[src/spi_flash_pkg.sv]
// Purpose: shared constants and types for the serial flash protection block
// Assumes: 40 MHz core clock, serial bits most significant first
// Notes:   self-timed cycle lengths are top-level parameters
package spi_flash_pkg;

    // instruction opcodes
    localparam logic [7:0] OP_LATCH_SET    = 8'h06;
    localparam logic [7:0] OP_LATCH_CLEAR  = 8'h04;
    localparam logic [7:0] OP_IDENT_READ   = 8'h9F;
    localparam logic [7:0] OP_STATUS_READ  = 8'h05;
    localparam logic [7:0] OP_STATUS_WRITE = 8'h01;
    localparam logic [7:0] OP_PAGE_PROGRAM = 8'h02;
    localparam logic [7:0] OP_SECTOR_ERASE = 8'hD8;
    localparam logic [7:0] OP_BULK_ERASE   = 8'hC7;

    // status register bit positions, write mask and reset value
    localparam int BIT_BUSY    = 0;
    localparam int BIT_LATCH   = 1;
    localparam int BIT_PROT_LO = 2;
    localparam int BIT_PROT_HI = 3;
    localparam int BIT_SWD     = 7;
    localparam logic [7:0] STATUS_WRITE_MASK = 8'h8C;
    localparam logic [7:0] NV_RESET          = 8'h00;

    // frame lengths in whole bytes, plus byte and bit positions and identification size
    localparam logic [2:0] BYTES_SHORT        = 3'h1;
    localparam logic [2:0] BYTES_STATUS_WRITE = 3'h2;
    localparam logic [2:0] BYTES_SECTOR_ERASE = 3'h4;
    localparam logic [2:0] BYTES_PROGRAM_MIN  = 3'h5;
    localparam logic [2:0] BYTES_MAX          = 3'h7;
    localparam logic [2:0] BYTE_ADDR_MID      = 3'h2;
    localparam logic [2:0] BIT_LAST           = 3'h7;
    localparam logic [2:0] ID_BYTES           = 3'h3;
    localparam int         ID_BITS            = 24;

    // self-timed cycle lengths
    localparam int CLK_MHZ              = 40;
    localparam int T_STATUS_WRITE_US    = 10;
    localparam int T_PAGE_PROGRAM_US    = 20;
    localparam int T_SECTOR_ERASE_US    = 100;
    localparam int T_BULK_ERASE_US      = 200;
    localparam int STATUS_WRITE_CYCLES  = T_STATUS_WRITE_US * CLK_MHZ;
    localparam int PAGE_PROGRAM_CYCLES  = T_PAGE_PROGRAM_US * CLK_MHZ;
    localparam int SECTOR_ERASE_CYCLES  = T_SECTOR_ERASE_US * CLK_MHZ;
    localparam int BULK_ERASE_CYCLES    = T_BULK_ERASE_US * CLK_MHZ;

    typedef enum {CMD_NONE, CMD_LATCH_SET, CMD_LATCH_CLEAR, CMD_IDENT_READ,
                  CMD_STATUS_READ, CMD_STATUS_WRITE, CMD_PROGRAM, CMD_SECTOR,
                  CMD_BULK} cmd_type;

    typedef enum {CYC_IDLE, CYC_STATUS, CYC_ARRAY} cyc_type;

    typedef struct packed {
        logic selN;
        logic sclk;
        logic dataIn;
        logic writeProtN;
    } pins_type;

    // block-protect setting against sector number
    function automatic logic isProtected(input logic [1:0] prot, input logic [1:0] sector);
        logic hit;
        hit = 1'b0;
        unique case (prot)
            2'h0: hit = 1'b0;
            2'h1: hit = (sector == 2'h3);
            2'h2: hit = sector[1];
            2'h3: hit = 1'b1;
        endcase
        return hit;
    endfunction

endpackage

[src/spi_flash_write_protect_status.sv]
// Purpose: write-enable latch, status register and protection of a serial flash
// Assumes: link pins are asynchronous and sampled by core_clk
// Notes:   array contents are not modelled, only the busy time of array cycles

//////////////////////////////////////////////////////////////////////////////////
module spi_flash_write_protect_status
    import spi_flash_pkg::*;
#(
    parameter logic [7:0] MFR_CODE      = 8'hA5, // arbitrary value
    parameter logic [7:0] MEM_TYPE_CODE = 8'h3C, // arbitrary value
    parameter logic [7:0] MEM_CAP_CODE  = 8'h07, // arbitrary value
    parameter int STATUS_WRITE_CNT = STATUS_WRITE_CYCLES,
    parameter int PAGE_PROGRAM_CNT = PAGE_PROGRAM_CYCLES,
    parameter int SECTOR_ERASE_CNT = SECTOR_ERASE_CYCLES,
    parameter int BULK_ERASE_CNT   = BULK_ERASE_CYCLES
)(
    input  wire logic core_clk,   // core clock, 40 MHz
    input  wire logic resetn,     // async reset, active low
    input  wire logic clkEn,      // freezes all state while low
    input  wire logic selN,       // chip select pin, active low
    input  wire logic sclk,       // serial clock pin
    input  wire logic dataIn,     // serial data into device
    input  wire logic writeProtN, // write-protect pin, active low
    output logic      dataOut,    // serial data out of device
    output logic      dataOutEn   // serial output driven
);

    //////////////////////////////////////////////////////////////////////////////
    // pin synchronisers and filter
    pins_type s1_r, s2_r, s3_r, filt_r, filtNxt;
    logic     sclkRise, sclkFall, selRise, selected;

    always_comb
    begin
        filtNxt  = (~(s2_r ^ s3_r) & s3_r) | ((s2_r ^ s3_r) & filt_r);
        sclkRise = filtNxt.sclk & ~filt_r.sclk;
        sclkFall = ~filtNxt.sclk & filt_r.sclk;
        selRise  = filtNxt.selN & ~filt_r.selN;
        selected = ~filtNxt.selN;
    end

    always_ff @(posedge core_clk or negedge resetn)
    begin
        if (!resetn)
        begin
            s1_r   <= '{selN: 1'b1, sclk: 1'b0, dataIn: 1'b0, writeProtN: 1'b1};
            s2_r   <= '{selN: 1'b1, sclk: 1'b0, dataIn: 1'b0, writeProtN: 1'b1};
            s3_r   <= '{selN: 1'b1, sclk: 1'b0, dataIn: 1'b0, writeProtN: 1'b1};
            filt_r <= '{selN: 1'b1, sclk: 1'b0, dataIn: 1'b0, writeProtN: 1'b1};
        end
        else if (clkEn)
        begin
            s1_r   <= '{selN: selN, sclk: sclk, dataIn: dataIn, writeProtN: writeProtN};
            s2_r   <= s1_r;
            s3_r   <= s2_r;
            filt_r <= filtNxt;
        end
    end

    //////////////////////////////////////////////////////////////////////////////
    // control state declarations
    logic       latch_r, latch_nxt;
    logic [7:0] nv_r, nv_nxt;
    logic [7:0] pend_r, pend_nxt;
    cyc_type    cyc_r, cyc_nxt;
    logic [31:0] cnt_r, cnt_nxt;
    logic       busy, hwProt;
    logic [7:0] statusView;

    always_comb
    begin
        busy   = (cyc_r != CYC_IDLE);
        hwProt = nv_r[BIT_SWD] & ~filtNxt.writeProtN;
        statusView = 8'h00;
        statusView[BIT_SWD]     = nv_r[BIT_SWD];
        statusView[BIT_PROT_HI] = nv_r[BIT_PROT_HI];
        statusView[BIT_PROT_LO] = nv_r[BIT_PROT_LO];
        statusView[BIT_LATCH]   = latch_r;
        statusView[BIT_BUSY]    = busy;
    end

    //////////////////////////////////////////////////////////////////////////////
    // serial link state
    logic [2:0]  bitIdx_r, bitIdx_nxt;
    logic [2:0]  byteCnt_r, byteCnt_nxt;
    logic [15:0] shift_r, shift_nxt;
    cmd_type     cmd_r, cmd_nxt;
    logic [1:0]  sector_r, sector_nxt;
    logic [7:0]  wrData_r, wrData_nxt;
    logic        dataOut_r, dataOut_nxt;
    logic        outEn_r, outEn_nxt;
    logic [7:0]  inByte;
    logic [4:0]  idIdx;
    logic [ID_BITS-1:0] idWord;

    always_comb
    begin
        bitIdx_nxt  = bitIdx_r;
        byteCnt_nxt = byteCnt_r;
        shift_nxt   = shift_r;
        cmd_nxt     = cmd_r;
        sector_nxt  = sector_r;
        wrData_nxt  = wrData_r;
        dataOut_nxt = dataOut_r;
        outEn_nxt   = outEn_r;
        inByte = {shift_r[6:0], filtNxt.dataIn};
        idWord = {MFR_CODE, MEM_TYPE_CODE, MEM_CAP_CODE};
        idIdx  = {byteCnt_r[1:0] - 2'h1, bitIdx_r};
        if (!selected)
        begin
            bitIdx_nxt  = '0;
            byteCnt_nxt = '0;
            cmd_nxt     = CMD_NONE;
            outEn_nxt   = 1'b0;
            dataOut_nxt = 1'b0;
        end
        else if (sclkRise)
        begin
            shift_nxt  = {shift_r[14:0], filtNxt.dataIn};
            bitIdx_nxt = bitIdx_r + 3'h1;
            if (bitIdx_r == BIT_LAST)
            begin
                if (byteCnt_r != BYTES_MAX)
                    byteCnt_nxt = byteCnt_r + 3'h1;
                if (byteCnt_r == '0)
                begin
                    unique case (inByte)
                        OP_LATCH_SET:    cmd_nxt = busy ? CMD_NONE : CMD_LATCH_SET;
                        OP_LATCH_CLEAR:  cmd_nxt = busy ? CMD_NONE : CMD_LATCH_CLEAR;
                        OP_IDENT_READ:   cmd_nxt = busy ? CMD_NONE : CMD_IDENT_READ;
                        OP_STATUS_READ:  cmd_nxt = CMD_STATUS_READ;
                        OP_STATUS_WRITE: cmd_nxt = busy ? CMD_NONE : CMD_STATUS_WRITE;
                        OP_PAGE_PROGRAM: cmd_nxt = busy ? CMD_NONE : CMD_PROGRAM;
                        OP_SECTOR_ERASE: cmd_nxt = busy ? CMD_NONE : CMD_SECTOR;
                        OP_BULK_ERASE:   cmd_nxt = busy ? CMD_NONE : CMD_BULK;
                        default:         cmd_nxt = CMD_NONE;
                    endcase
                end
                if (byteCnt_r == BYTES_SHORT)
                    wrData_nxt = inByte;
                if (byteCnt_r == BYTE_ADDR_MID)
                    sector_nxt = shift_nxt[8:7];
            end
        end
        else if (sclkFall && byteCnt_r != '0)
        begin
            if (cmd_r == CMD_STATUS_READ)
            begin
                outEn_nxt   = 1'b1;
                dataOut_nxt = statusView[BIT_LAST - bitIdx_r];
            end
            else if (cmd_r == CMD_IDENT_READ)
            begin
                outEn_nxt   = 1'b1;
                dataOut_nxt = (byteCnt_r <= ID_BYTES) ?
                              idWord[5'(ID_BITS - 1) - idIdx] : 1'b0;
            end
        end
    end

    always_ff @(posedge core_clk or negedge resetn)
    begin
        if (!resetn)
        begin
            bitIdx_r  <= '0;
            byteCnt_r <= '0;
            shift_r   <= '0;
            cmd_r     <= CMD_NONE;
            sector_r  <= '0;
            wrData_r  <= '0;
            dataOut_r <= 1'b0;
            outEn_r   <= 1'b0;
        end
        else if (clkEn)
        begin
            bitIdx_r  <= bitIdx_nxt;
            byteCnt_r <= byteCnt_nxt;
            shift_r   <= shift_nxt;
            cmd_r     <= cmd_nxt;
            sector_r  <= sector_nxt;
            wrData_r  <= wrData_nxt;
            dataOut_r <= dataOut_nxt;
            outEn_r   <= outEn_nxt;
        end
    end

    assign dataOut   = dataOut_r;
    assign dataOutEn = outEn_r;

    //////////////////////////////////////////////////////////////////////////////
    // instruction execution on deselect and self-timed cycles
    logic onByte, arrayProt;

    always_comb
    begin
        latch_nxt = latch_r;
        nv_nxt   = nv_r;
        pend_nxt = pend_r;
        cyc_nxt  = cyc_r;
        cnt_nxt  = cnt_r;
        onByte    = (bitIdx_r == '0);
        arrayProt = isProtected({nv_r[BIT_PROT_HI], nv_r[BIT_PROT_LO]}, sector_r);
        if (busy)
        begin
            if (cnt_r <= 32'h0000_0001)
            begin
                if (cyc_r == CYC_STATUS)
                    nv_nxt = (nv_r & ~STATUS_WRITE_MASK) | (pend_r & STATUS_WRITE_MASK);
                cyc_nxt = CYC_IDLE;
                cnt_nxt = '0;
            end
            else
                cnt_nxt = cnt_r - 32'h0000_0001;
        end
        else if (selRise && onByte)
        begin
            unique case (cmd_r)
                CMD_LATCH_SET:
                    if (byteCnt_r == BYTES_SHORT)
                        latch_nxt = 1'b1;
                CMD_LATCH_CLEAR:
                    if (byteCnt_r == BYTES_SHORT)
                        latch_nxt = 1'b0;
                CMD_STATUS_WRITE:
                    if (byteCnt_r == BYTES_STATUS_WRITE && latch_r && !hwProt)
                    begin
                        pend_nxt  = wrData_r;
                        latch_nxt = 1'b0;
                        cyc_nxt  = CYC_STATUS;
                        cnt_nxt  = 32'(STATUS_WRITE_CNT);
                    end
                CMD_PROGRAM:
                    if (byteCnt_r >= BYTES_PROGRAM_MIN && latch_r && !arrayProt)
                    begin
                        latch_nxt = 1'b0;
                        cyc_nxt = CYC_ARRAY;
                        cnt_nxt = 32'(PAGE_PROGRAM_CNT);
                    end
                CMD_SECTOR:
                    if (byteCnt_r == BYTES_SECTOR_ERASE && latch_r && !arrayProt)
                    begin
                        latch_nxt = 1'b0;
                        cyc_nxt = CYC_ARRAY;
                        cnt_nxt = 32'(SECTOR_ERASE_CNT);
                    end
                CMD_BULK:
                    if (byteCnt_r == BYTES_SHORT && latch_r &&
                        !nv_r[BIT_PROT_HI] && !nv_r[BIT_PROT_LO])
                    begin
                        latch_nxt = 1'b0;
                        cyc_nxt = CYC_ARRAY;
                        cnt_nxt = 32'(BULK_ERASE_CNT);
                    end
                default: ;
            endcase
        end
    end

    always_ff @(posedge core_clk or negedge resetn)
    begin
        if (!resetn)
        begin
            latch_r <= 1'b0;
            nv_r   <= NV_RESET;
            pend_r <= '0;
            cyc_r  <= CYC_IDLE;
            cnt_r  <= '0;
        end
        else if (clkEn)
        begin
            latch_r <= latch_nxt;
            nv_r   <= nv_nxt;
            pend_r <= pend_nxt;
            cyc_r  <= cyc_nxt;
            cnt_r  <= cnt_nxt;
        end
    end

endmodule

[config.mk]
export PLATFORM = sky130hd
export DESIGN_NAME = spi_flash_write_protect_status
export DESIGN_NICKNAME = d
export VERILOG_FILES = /design/src/spi_flash_pkg.sv /design/src/spi_flash_write_protect_status.sv
export SDC_FILE = /design/constraint.sdc
export NUM_CORES = 1
export LEC_CHECK = 0
export BUFFER_PORTS_ARGS = -buffer_cell sky130_fd_sc_hd__buf_2
export CAP_MARGIN = 20
export CORE_MARGIN = 1
export CORE_UTILIZATION = 53
export CTS_BUF_LIST = sky130_fd_sc_hd__clkbuf_2
export DETAILED_ROUTE_END_ITERATION = 8
export PLACE_DENSITY = 0.69
export REMOVE_ABC_BUFFERS = 1
export SYNTH_ARGS = -nofsm -noshare
export SYNTH_HDL_FRONTEND = slang
export SYNTH_SLANG_ARGS = --single-unit
export TNS_END_PERCENT = 30
[constraint.sdc]
create_clock -name core_clk -period 2.75 [get_ports core_clk]
set_input_delay 0.4125 -clock core_clk [delete_from_list [all_inputs] [get_ports core_clk]]
set_output_delay 0.4125 -clock core_clk [all_outputs]
set_load 0.005 [all_outputs]
==> results of run 1 <==
==> path summary, 6_finish.rpt <==
path | start | end | depth (start not counted)
setup / recovery | cnt_r[23] | cnt_r[7] | 6
hold / removal | dataIn | s1_r[1] | 2
setup reg to reg | cnt_r[23] | cnt_r[7] | 6
hold reg to reg | dataOutEn | dataOutEn | 1
max in group asynchronous | resetn | s2_r[3] | 4
min in group asynchronous | resetn | cnt_r[18] | 2
==> Yosys cell counts, types with 5 or more instances <==
| cell type | number |
|---|---|
| nand2_1 | 32 |
| inv_1 | 19 |
| dfstp_2 | 8 |
| o21a_1 | 5 |
| buf_2 | 8 |
| ha_1 | 11 |
| nand3_1 | 11 |
| nand3b_1 | 5 |
| nand4_1 | 5 |
| clkbuf_1 | 8 |
| nor3_1 | 24 |
| o31ai_1 | 7 |
| nor2_1 | 38 |
| a21oi_1 | 24 |
| mux2_2 | 30 |
| o21ai_0 | 39 |
| or4_1 | 7 |
| dfrtp_1 | 74 |
| a31oi_1 | 14 |
| or3_1 | 11 |
| nand2b_1 | 8 |
==> kinds of logic (layout without fill, tap and decap cells) <==
group	after synthesis	count (layout)	synth area share (%)
XOR/XNOR	4	4	0.755
AND/OR/NAND/NOR	175	175	22.0
flip-flops	82	82	44.5
AO/OA/AOI/OAI	125	125	17.2
buffers and inverters	38	65	3.37
multiplexers	34	34	8.42
adder cells (fa/ha/maj)	15	15	3.83
==> registers in the layout (all words and copies together), names as in the netlist <==
| signal | count |
|---|---|
| byteCnt_r | 3 |
| dataOut | 1 |
| filt_r | 4 |
| s2_r | 4 |
| cyc_r | 2 |
| pend_r | 3 |
| cnt_r | 32 |
| latch_r | 1 |
| bitIdx_r | 3 |
| sector_r | 2 |
| dataOutEn | 1 |
| wrData_r | 3 |
| nv_r | 3 |
| cmd_r | 4 |
| shift_r | 8 |
| s1_r | 4 |
| s3_r | 4 |
==> where the power goes <==
group	internal, W	total (W)	leakage (nW)	switching [W]
clock	0.000491	0.000925	0.107	0.000433
combinational	0.000193	0.000416	1.03	0.000223
sequential	0.00133	0.00146	1.08	0.000133
total	0.00201	0.00280	2.22	0.000789
==> worst max-delay path, cell delays in order, from the launching register on <==
cell and delay (ps):
dfrtp_1 490, or4_4 510, or4b_4 550, nor3_4 350, or2_1 240, o21ai_2 80, a211o_1 290
==> cell type report <==
class                           count  area, µm²  area share (%)
Inverter                           19       71.3            1.39
Timing Repair Buffer               30        239            4.67
Clock inverter                      6        138            2.69
Multi-Input combinational cell    353       2420            47.4
Tap cell                          105        131            2.57
Sequential cell                    82       2060            40.3
Clock buffer                       10       50.0           0.978
==> per-layer routing <==
metal	share of wire [%]	up-vias	track usage (%)	wire, µm
li1	-	1808	-	-
met1	45	1797	33.0	4660
met2	47	123	39.9	4960
met3	5.9	17	5.34	615
met4	2.1	0	9.83	215
met5	0	-	0	0
==> through the flow <==
| stage | util [%] | hold WS, ps |
|---|---|---|
| floorplan | - | 117 |
| global placement | 58.6 | 476 |
| detailed placement | 58.6 | 475 |
| CTS | 61.0 | 44.3 |
| global route | 61.3 | 34.1 |
| finish | 61.3 | 64.9 |
==> layout by cell type, fill, tap and decap left out, types with 4 or more instances in the layout <==
cell       netlist  routed
a21oi_1         24      24
nand3b_1         5       5
nand4_1          5       5
o21a_1           5       5
o31ai_1          7       7
buf_4            1      19
buf_2            8       7
or3_1           11      10
nand3_1         11      11
dfrtp_1         74      74
nor2_1          38      38
nand2b_1         8       8
o22ai_1          4       4
or4_1            7       7
mux2_2          30      30
nand2_1         32      32
a31oi_1         14      14
bufinv_16        0       4
nor3b_1          4       4
nor4_4           4       4
nor3_1          24      24
o21ai_0         39      39
clkbuf_2         0      10
ha_1            11      11
nor4_1           4       4
dfstp_2          8       8
inv_1           19      19
maj3_1           4       4
==> what timing repair did <==
| item | CTS | global route |
|---|---|---|
| gates resized for setup | 0 | 2 |
| endpoints found under the hold margin | 10 | 0 |
| hold buffers | 1 | 0 |
| endpoints found under the setup margin | 0 | 3 |
==> metrics.log, run 1 <==
[metrics] status: finished clean
[metrics] Final Instance Area: 5120 µm²
[metrics] Sum Neg Setup Slack: 0 ps
[metrics] Cell Area, Synth: 4640 µm²
[metrics] area enclosed by the die boundary: 9130 µm²
[metrics] routed wire length: 10,500 µm
[metrics] number of endpoints with negative hold slack in the final report: 0
[metrics] layout cell share with drive strength beyond 1: 19.4%
[metrics] final setup violating endpoints: 0
[metrics] CTS H-Tree Depth: 3
[metrics] clock-pin slew reported for the worst setup and hold paths after clock tree synthesis: 240 ps
[metrics] DR vias/cell: 6.19
[metrics] y dimension of the die: 95.6 µm
[metrics] boundary pin count: 9
[metrics] total CTS buffers: 9
[metrics] transition at the pin with the smallest max-transition slack: 551 ps
[metrics] reported max-cap violation count: 0
[metrics] headroom to the max-slew limit: 63.2%
[metrics] final-layout fill cell count: 728
[metrics] Worst Setup Slack post-DPL: 164 ps
[metrics] Core ar.: 8340 µm²
[metrics] synth unique cells: 64
[metrics] class of the most critical hold timing path: input pin to flop
[metrics] largest cells by area after synthesis: dfrtp_1 40%, mux2_2 7.3%, dfstp_2 4.5%, o21ai_0 4.2%, nor2_1 3.1%
[metrics] wire length per cell: 17.3 µm
[metrics] cells after synthesis: 473
[metrics] die extent in x: 95.6 µm
[metrics] leading area contributor after synthesis: dfrtp_1
[metrics] data required time of the worst path: 3200 ps
[metrics] clk_lat worst skew: 560 ps
[metrics] synthesis warning total: 0
[metrics] 1st-iter DRT viols: 202
[metrics] total placed instance area: 4890 µm²
[metrics] highest clock rate: 381 MHz
[metrics] number of port buffers: 8
[metrics] first-pass iteration count of the detailed router: 5
[metrics] worst setup margin: 128 ps
[metrics] antenna fix cells: 0
[metrics] clock root buffer: clkbuf_2
[metrics] CP startpoint kind: flop
[metrics] worst-case register-to-register setup slack: 130 ps
[metrics] unrepaired setup endpoints after global routing: no
[metrics] share of Yosys cell area claimed by the top area cell type: 39.9%
[metrics] top fanout value on the critical path: 6
[metrics] Tmin final: 2620 ps
[metrics] GPL Wtd Cong: 0.867
[metrics] Clock Path Buffers: 2
[metrics] effective utilization at floorplan: 55.6%
[metrics] Setup Skew: 29.3 ps
[metrics] largest net degree at the start of global routing: 81
[metrics] post-synthesis async set-or-reset flop share: 100%
[metrics] ratio of final minimum period to clock period: 95.3%
[metrics] final count of pins violating max slew: 0
[metrics] synthesized area per cell: 9.81 µm²
[metrics] area growth from synthesis to layout: 10.3%
[metrics] Clock Sinks: 82
[metrics] antenna violations before repair: 0
[metrics] overall via count from detail_route: 3,745
[metrics] count of non-filler cells in the finished layout: 605
[metrics] HPWL reported at the end of detailed placement: 7550 µm
[metrics] critical path arrival: 3070 ps
[metrics] highest ir drop seen on vdd: 0.000378 V
[metrics] drc violations: 0
[metrics] via count of the first global-routing pass: 3,516
[metrics] first-pass GRT wire length: 17,300 µm
[metrics] row cnt: 33
[metrics] # Post-CTS Setup Buffers: 0
[metrics] total power divided by cell area: 547 nW/µm²
[metrics] post-route total power: 0.00280 W
[metrics] Final #Nets: 513
[metrics] Setup crit end kind: flop
[metrics] Overflow after GRT: 0
[metrics] flops & latches, synth: 82
[metrics] number of synthesized flops with an enable pin: 0
[metrics] primary flip-flop cell chosen by synthesis mapping: dfrtp_1
[metrics] placed cell count: 587
[metrics] Crit Path Category: flop to flop
[metrics] CTS tree: done
[metrics] total routing usage reported by global routing: 24.9%
[metrics] reported leakage power: 2.22 nW
[metrics] sequential area share after synthesis: 44.5%
[metrics] number of nets still failing antenna checks after routing: 0
No activity file was read; power rests on OpenSTA's default activity.
==> inputs of run 2 (changes only) <==
--- a/config.mk
+++ b/config.mk
@@ -8,10 +8,10 @@
 export BUFFER_PORTS_ARGS = -buffer_cell sky130_fd_sc_hd__buf_2
 export CAP_MARGIN = 20
 export CORE_MARGIN = 1
-export CORE_UTILIZATION = 53
+export CORE_UTILIZATION = 60
 export CTS_BUF_LIST = sky130_fd_sc_hd__clkbuf_2
 export DETAILED_ROUTE_END_ITERATION = 8
-export PLACE_DENSITY = 0.69
+export PLACE_DENSITY = 0.77
 export REMOVE_ABC_BUFFERS = 1
 export SYNTH_ARGS = -nofsm -noshare
 export SYNTH_HDL_FRONTEND = slang
==> run 2 against run 1 <==
- routed wire length is 1.2% lower
- design area down 1.9%
- largest power group unchanged
- critical endpoint is now cnt_r[12]
- first-iteration DRC count grew 59%
- die area fell by 11%
- sequential share of layout area rose by 0.81 points
==> metrics.log, run 2 (synthesized netlist as in run 1, its figures left out) <==
[metrics] status: finished clean
[metrics] Clock Sinks: 82
[metrics] number of endpoints with negative hold slack in the final report: 0
[metrics] number of nets still failing antenna checks after routing: 0
[metrics] critical register-to-register path endpoint: cnt_r[12]
[metrics] Sum Neg Setup Slack: 0 ps
[metrics] clock root buffer: clkbuf_2
[metrics] total placed instance area: 4870 µm²
[metrics] Clock Path Buffers: 2
[metrics] worst-case register-to-register setup slack: 140 ps
[metrics] Sw Ratio: 30.0%
[metrics] clock-pin slew reported for the worst setup and hold paths after clock tree synthesis: 210 ps
[metrics] wire length per cell: 17.3 µm
[metrics] top fanout value on the critical path: 8
[metrics] area growth from synthesis to layout: 8.20%
[metrics] number of port buffers: 8
[metrics] CTS tree: done
[metrics] # Post-CTS Setup Buffers: 0
[metrics] top flop regs: cnt_r x32, shift_r x8
[metrics] total routing usage reported by global routing: 27.3%
[metrics] class of the most critical hold timing path: input pin to flop
[metrics] die extent in x: 89.9 µm
[metrics] drc violations: 0
[metrics] transition at the pin with the smallest max-transition slack: 678 ps
[metrics] post-route total power: 0.00260 W
[metrics] antenna fix cells: 0
[metrics] Top reg by flops: cnt_r
[metrics] HPWL reported at the end of detailed placement: 7740 µm
[metrics] final setup violating endpoints: 0
[metrics] switching power summed over all nets: 0.000779 W
[metrics] reported max-cap violation count: 0
[metrics] largest net degree at the start of global routing: 48
[metrics] Final Instance Area: 5020 µm²
[metrics] Setup Skew: 13.9 ps
[metrics] ratio of final minimum period to clock period: 94.8%
[metrics] first-pass iteration count of the detailed router: 5
[metrics] relative contribution of the clock network to total power: 27.6%
[metrics] worst hold path depth: 2
[metrics] unrepaired setup endpoints after global routing: no
[metrics] fraction of power consumed by combinational cells: 16.2%
[metrics] GPL Wtd Cong: 0.903
[metrics] antenna violations before repair: 0
[metrics] Setup crit end kind: flop
[metrics] commonest cells after routing, fill and taps aside: 73 x dfrtp_1, 38 x nor2_1, 38 x o21ai_0, 32 x nand2_1, 30 x mux2_2
[metrics] Hold EP: s1_r[1]
[metrics] highest ir drop seen on vdd: 0.000368 V
[metrics] first-pass GRT wire length: 17,600 µm
[metrics] Reg power frac: 56.2%
[metrics] layout cell share with drive strength beyond 1: 19.1%
[metrics] critical hold path startpoint: dataIn
[metrics] CTS H-Tree Depth: 3
[metrics] leading cell type in the layout, fill and taps excluded: dfrtp_1
[metrics] y dimension of the die: 89.9 µm
[metrics] clk_lat worst skew: 520 ps
[metrics] reg-to-reg critical path startpoint: cnt_r[26]
[metrics] via count of the first global-routing pass: 3,650
[metrics] Largest register FFs: 32
[metrics] Core ar.: 7370 µm²
[metrics] routed wire length: 10,300 µm
[metrics] data required time of the worst path: 3160 ps
[metrics] critical path arrival: 3020 ps
[metrics] highest clock rate: 383 MHz
[metrics] overall via count from detail_route: 3,769
[metrics] DR vias/cell: 6.31
[metrics] row cnt: 31
[metrics] Overflow after GRT: 0
[metrics] Tmin final: 2610 ps
[metrics] boundary pin count: 9
[metrics] reported leakage power: 2.17 nW
[metrics] r2r worst-path depth: 7
[metrics] placed cell count: 580
[metrics] final-layout worst hold slack: 108 ps
[metrics] 1st-iter DRT viols: 322
[metrics] area enclosed by the die boundary: 8090 µm²
[metrics] total power divided by cell area: 518 nW/µm²
[metrics] CP startpoint kind: flop
[metrics] Crit Path Category: flop to flop
[metrics] final count of pins violating max slew: 0
[metrics] total CTS buffers: 9
[metrics] count of non-filler cells in the finished layout: 597
[metrics] effective utilization at floorplan: 62.9%
[metrics] Int Pwr: 0.00182 W
[metrics] headroom to the max-slew limit: 53.6%
[metrics] Final #Nets: 511
-- run 2: per-stage QoR --
stage               utilization [%]  setup slack, ps
global placement               66.1              217
floorplan                         -             78.1
global route                   68.1             15.6
CTS                            68.1              141
detailed placement             66.1              168
finish                         68.1              142
-- run 2: metal layers --
| layer | up-vias | global-route usage, % | part of all wire (%) |
|---|---|---|---|
| li1 | 1819 | - | - |
| met1 | 1824 | 36.7 | 44 |
| met2 | 106 | 45.1 | 50 |
| met3 | 20 | 3.64 | 3.9 |
| met4 | 0 | 10.9 | 2.1 |
| met5 | - | 0 | 0 |
-- run 2: timing repair --
| action | 4_1_cts | 5_1_grt |
|---|---|---|
| endpoints found under the hold margin | 27 | 0 |
| hold buffers | 1 | 0 |
| setup endpoints to repair | 0 | 2 |
| gates resized for setup | 0 | 2 |
-- run 2: worst max path at each step --
| stage | start | to | slack, ps | cells after the start |
|---|---|---|---|---|
| 2_1_floorplan | cmd_r[0] | cnt_r[30] | 80 | 6 |
| 3_3_place_gp | cnt_r[26] | cnt_r[5] | 220 | 7 |
| 3_5_place_dp | cnt_r[26] | cnt_r[12] | 170 | 7 |
| 4_1_cts | cnt_r[26] | cnt_r[12] | 140 | 7 |
| 5_1_grt | cnt_r[23] | cnt_r[12] | 20 | 7 |
| 6_report | cnt_r[26] | cnt_r[12] | 140 | 7 |
-- run 2: area by class of cell --
cell class,instances,area (µm²)
multi-input combinational,353,2420
clock buffer,10,50.0
clock inverter,6,82.6
tap,99,124
inverter,19,71.3
timing repair buffer,28,208
fill,599,2350
sequential,82,2060
-- run 2: power by group through the flow --
stage | combinational, W | sequential, W | clock [W]
2_1_floorplan | 0.000305 | 0.00144 | 0
3_3_place_gp | 0.000395 | 0.00147 | 0
3_5_place_dp | 0.000419 | 0.00148 | 0
4_1_cts | 0.000421 | 0.00146 | 0.000729
5_1_grt | 0.000469 | 0.00149 | 0.000772
6_report | 0.000421 | 0.00146 | 0.000716
-- run 2: worst max-delay path: stages, from the launching register on --
cell and delay (ps):
dfrtp_1 460, or4_4 560, or4b_4 550, nor3_4 310, buf_4 210, nor2_1 130, a31oi_1 180, o21ai_0 100
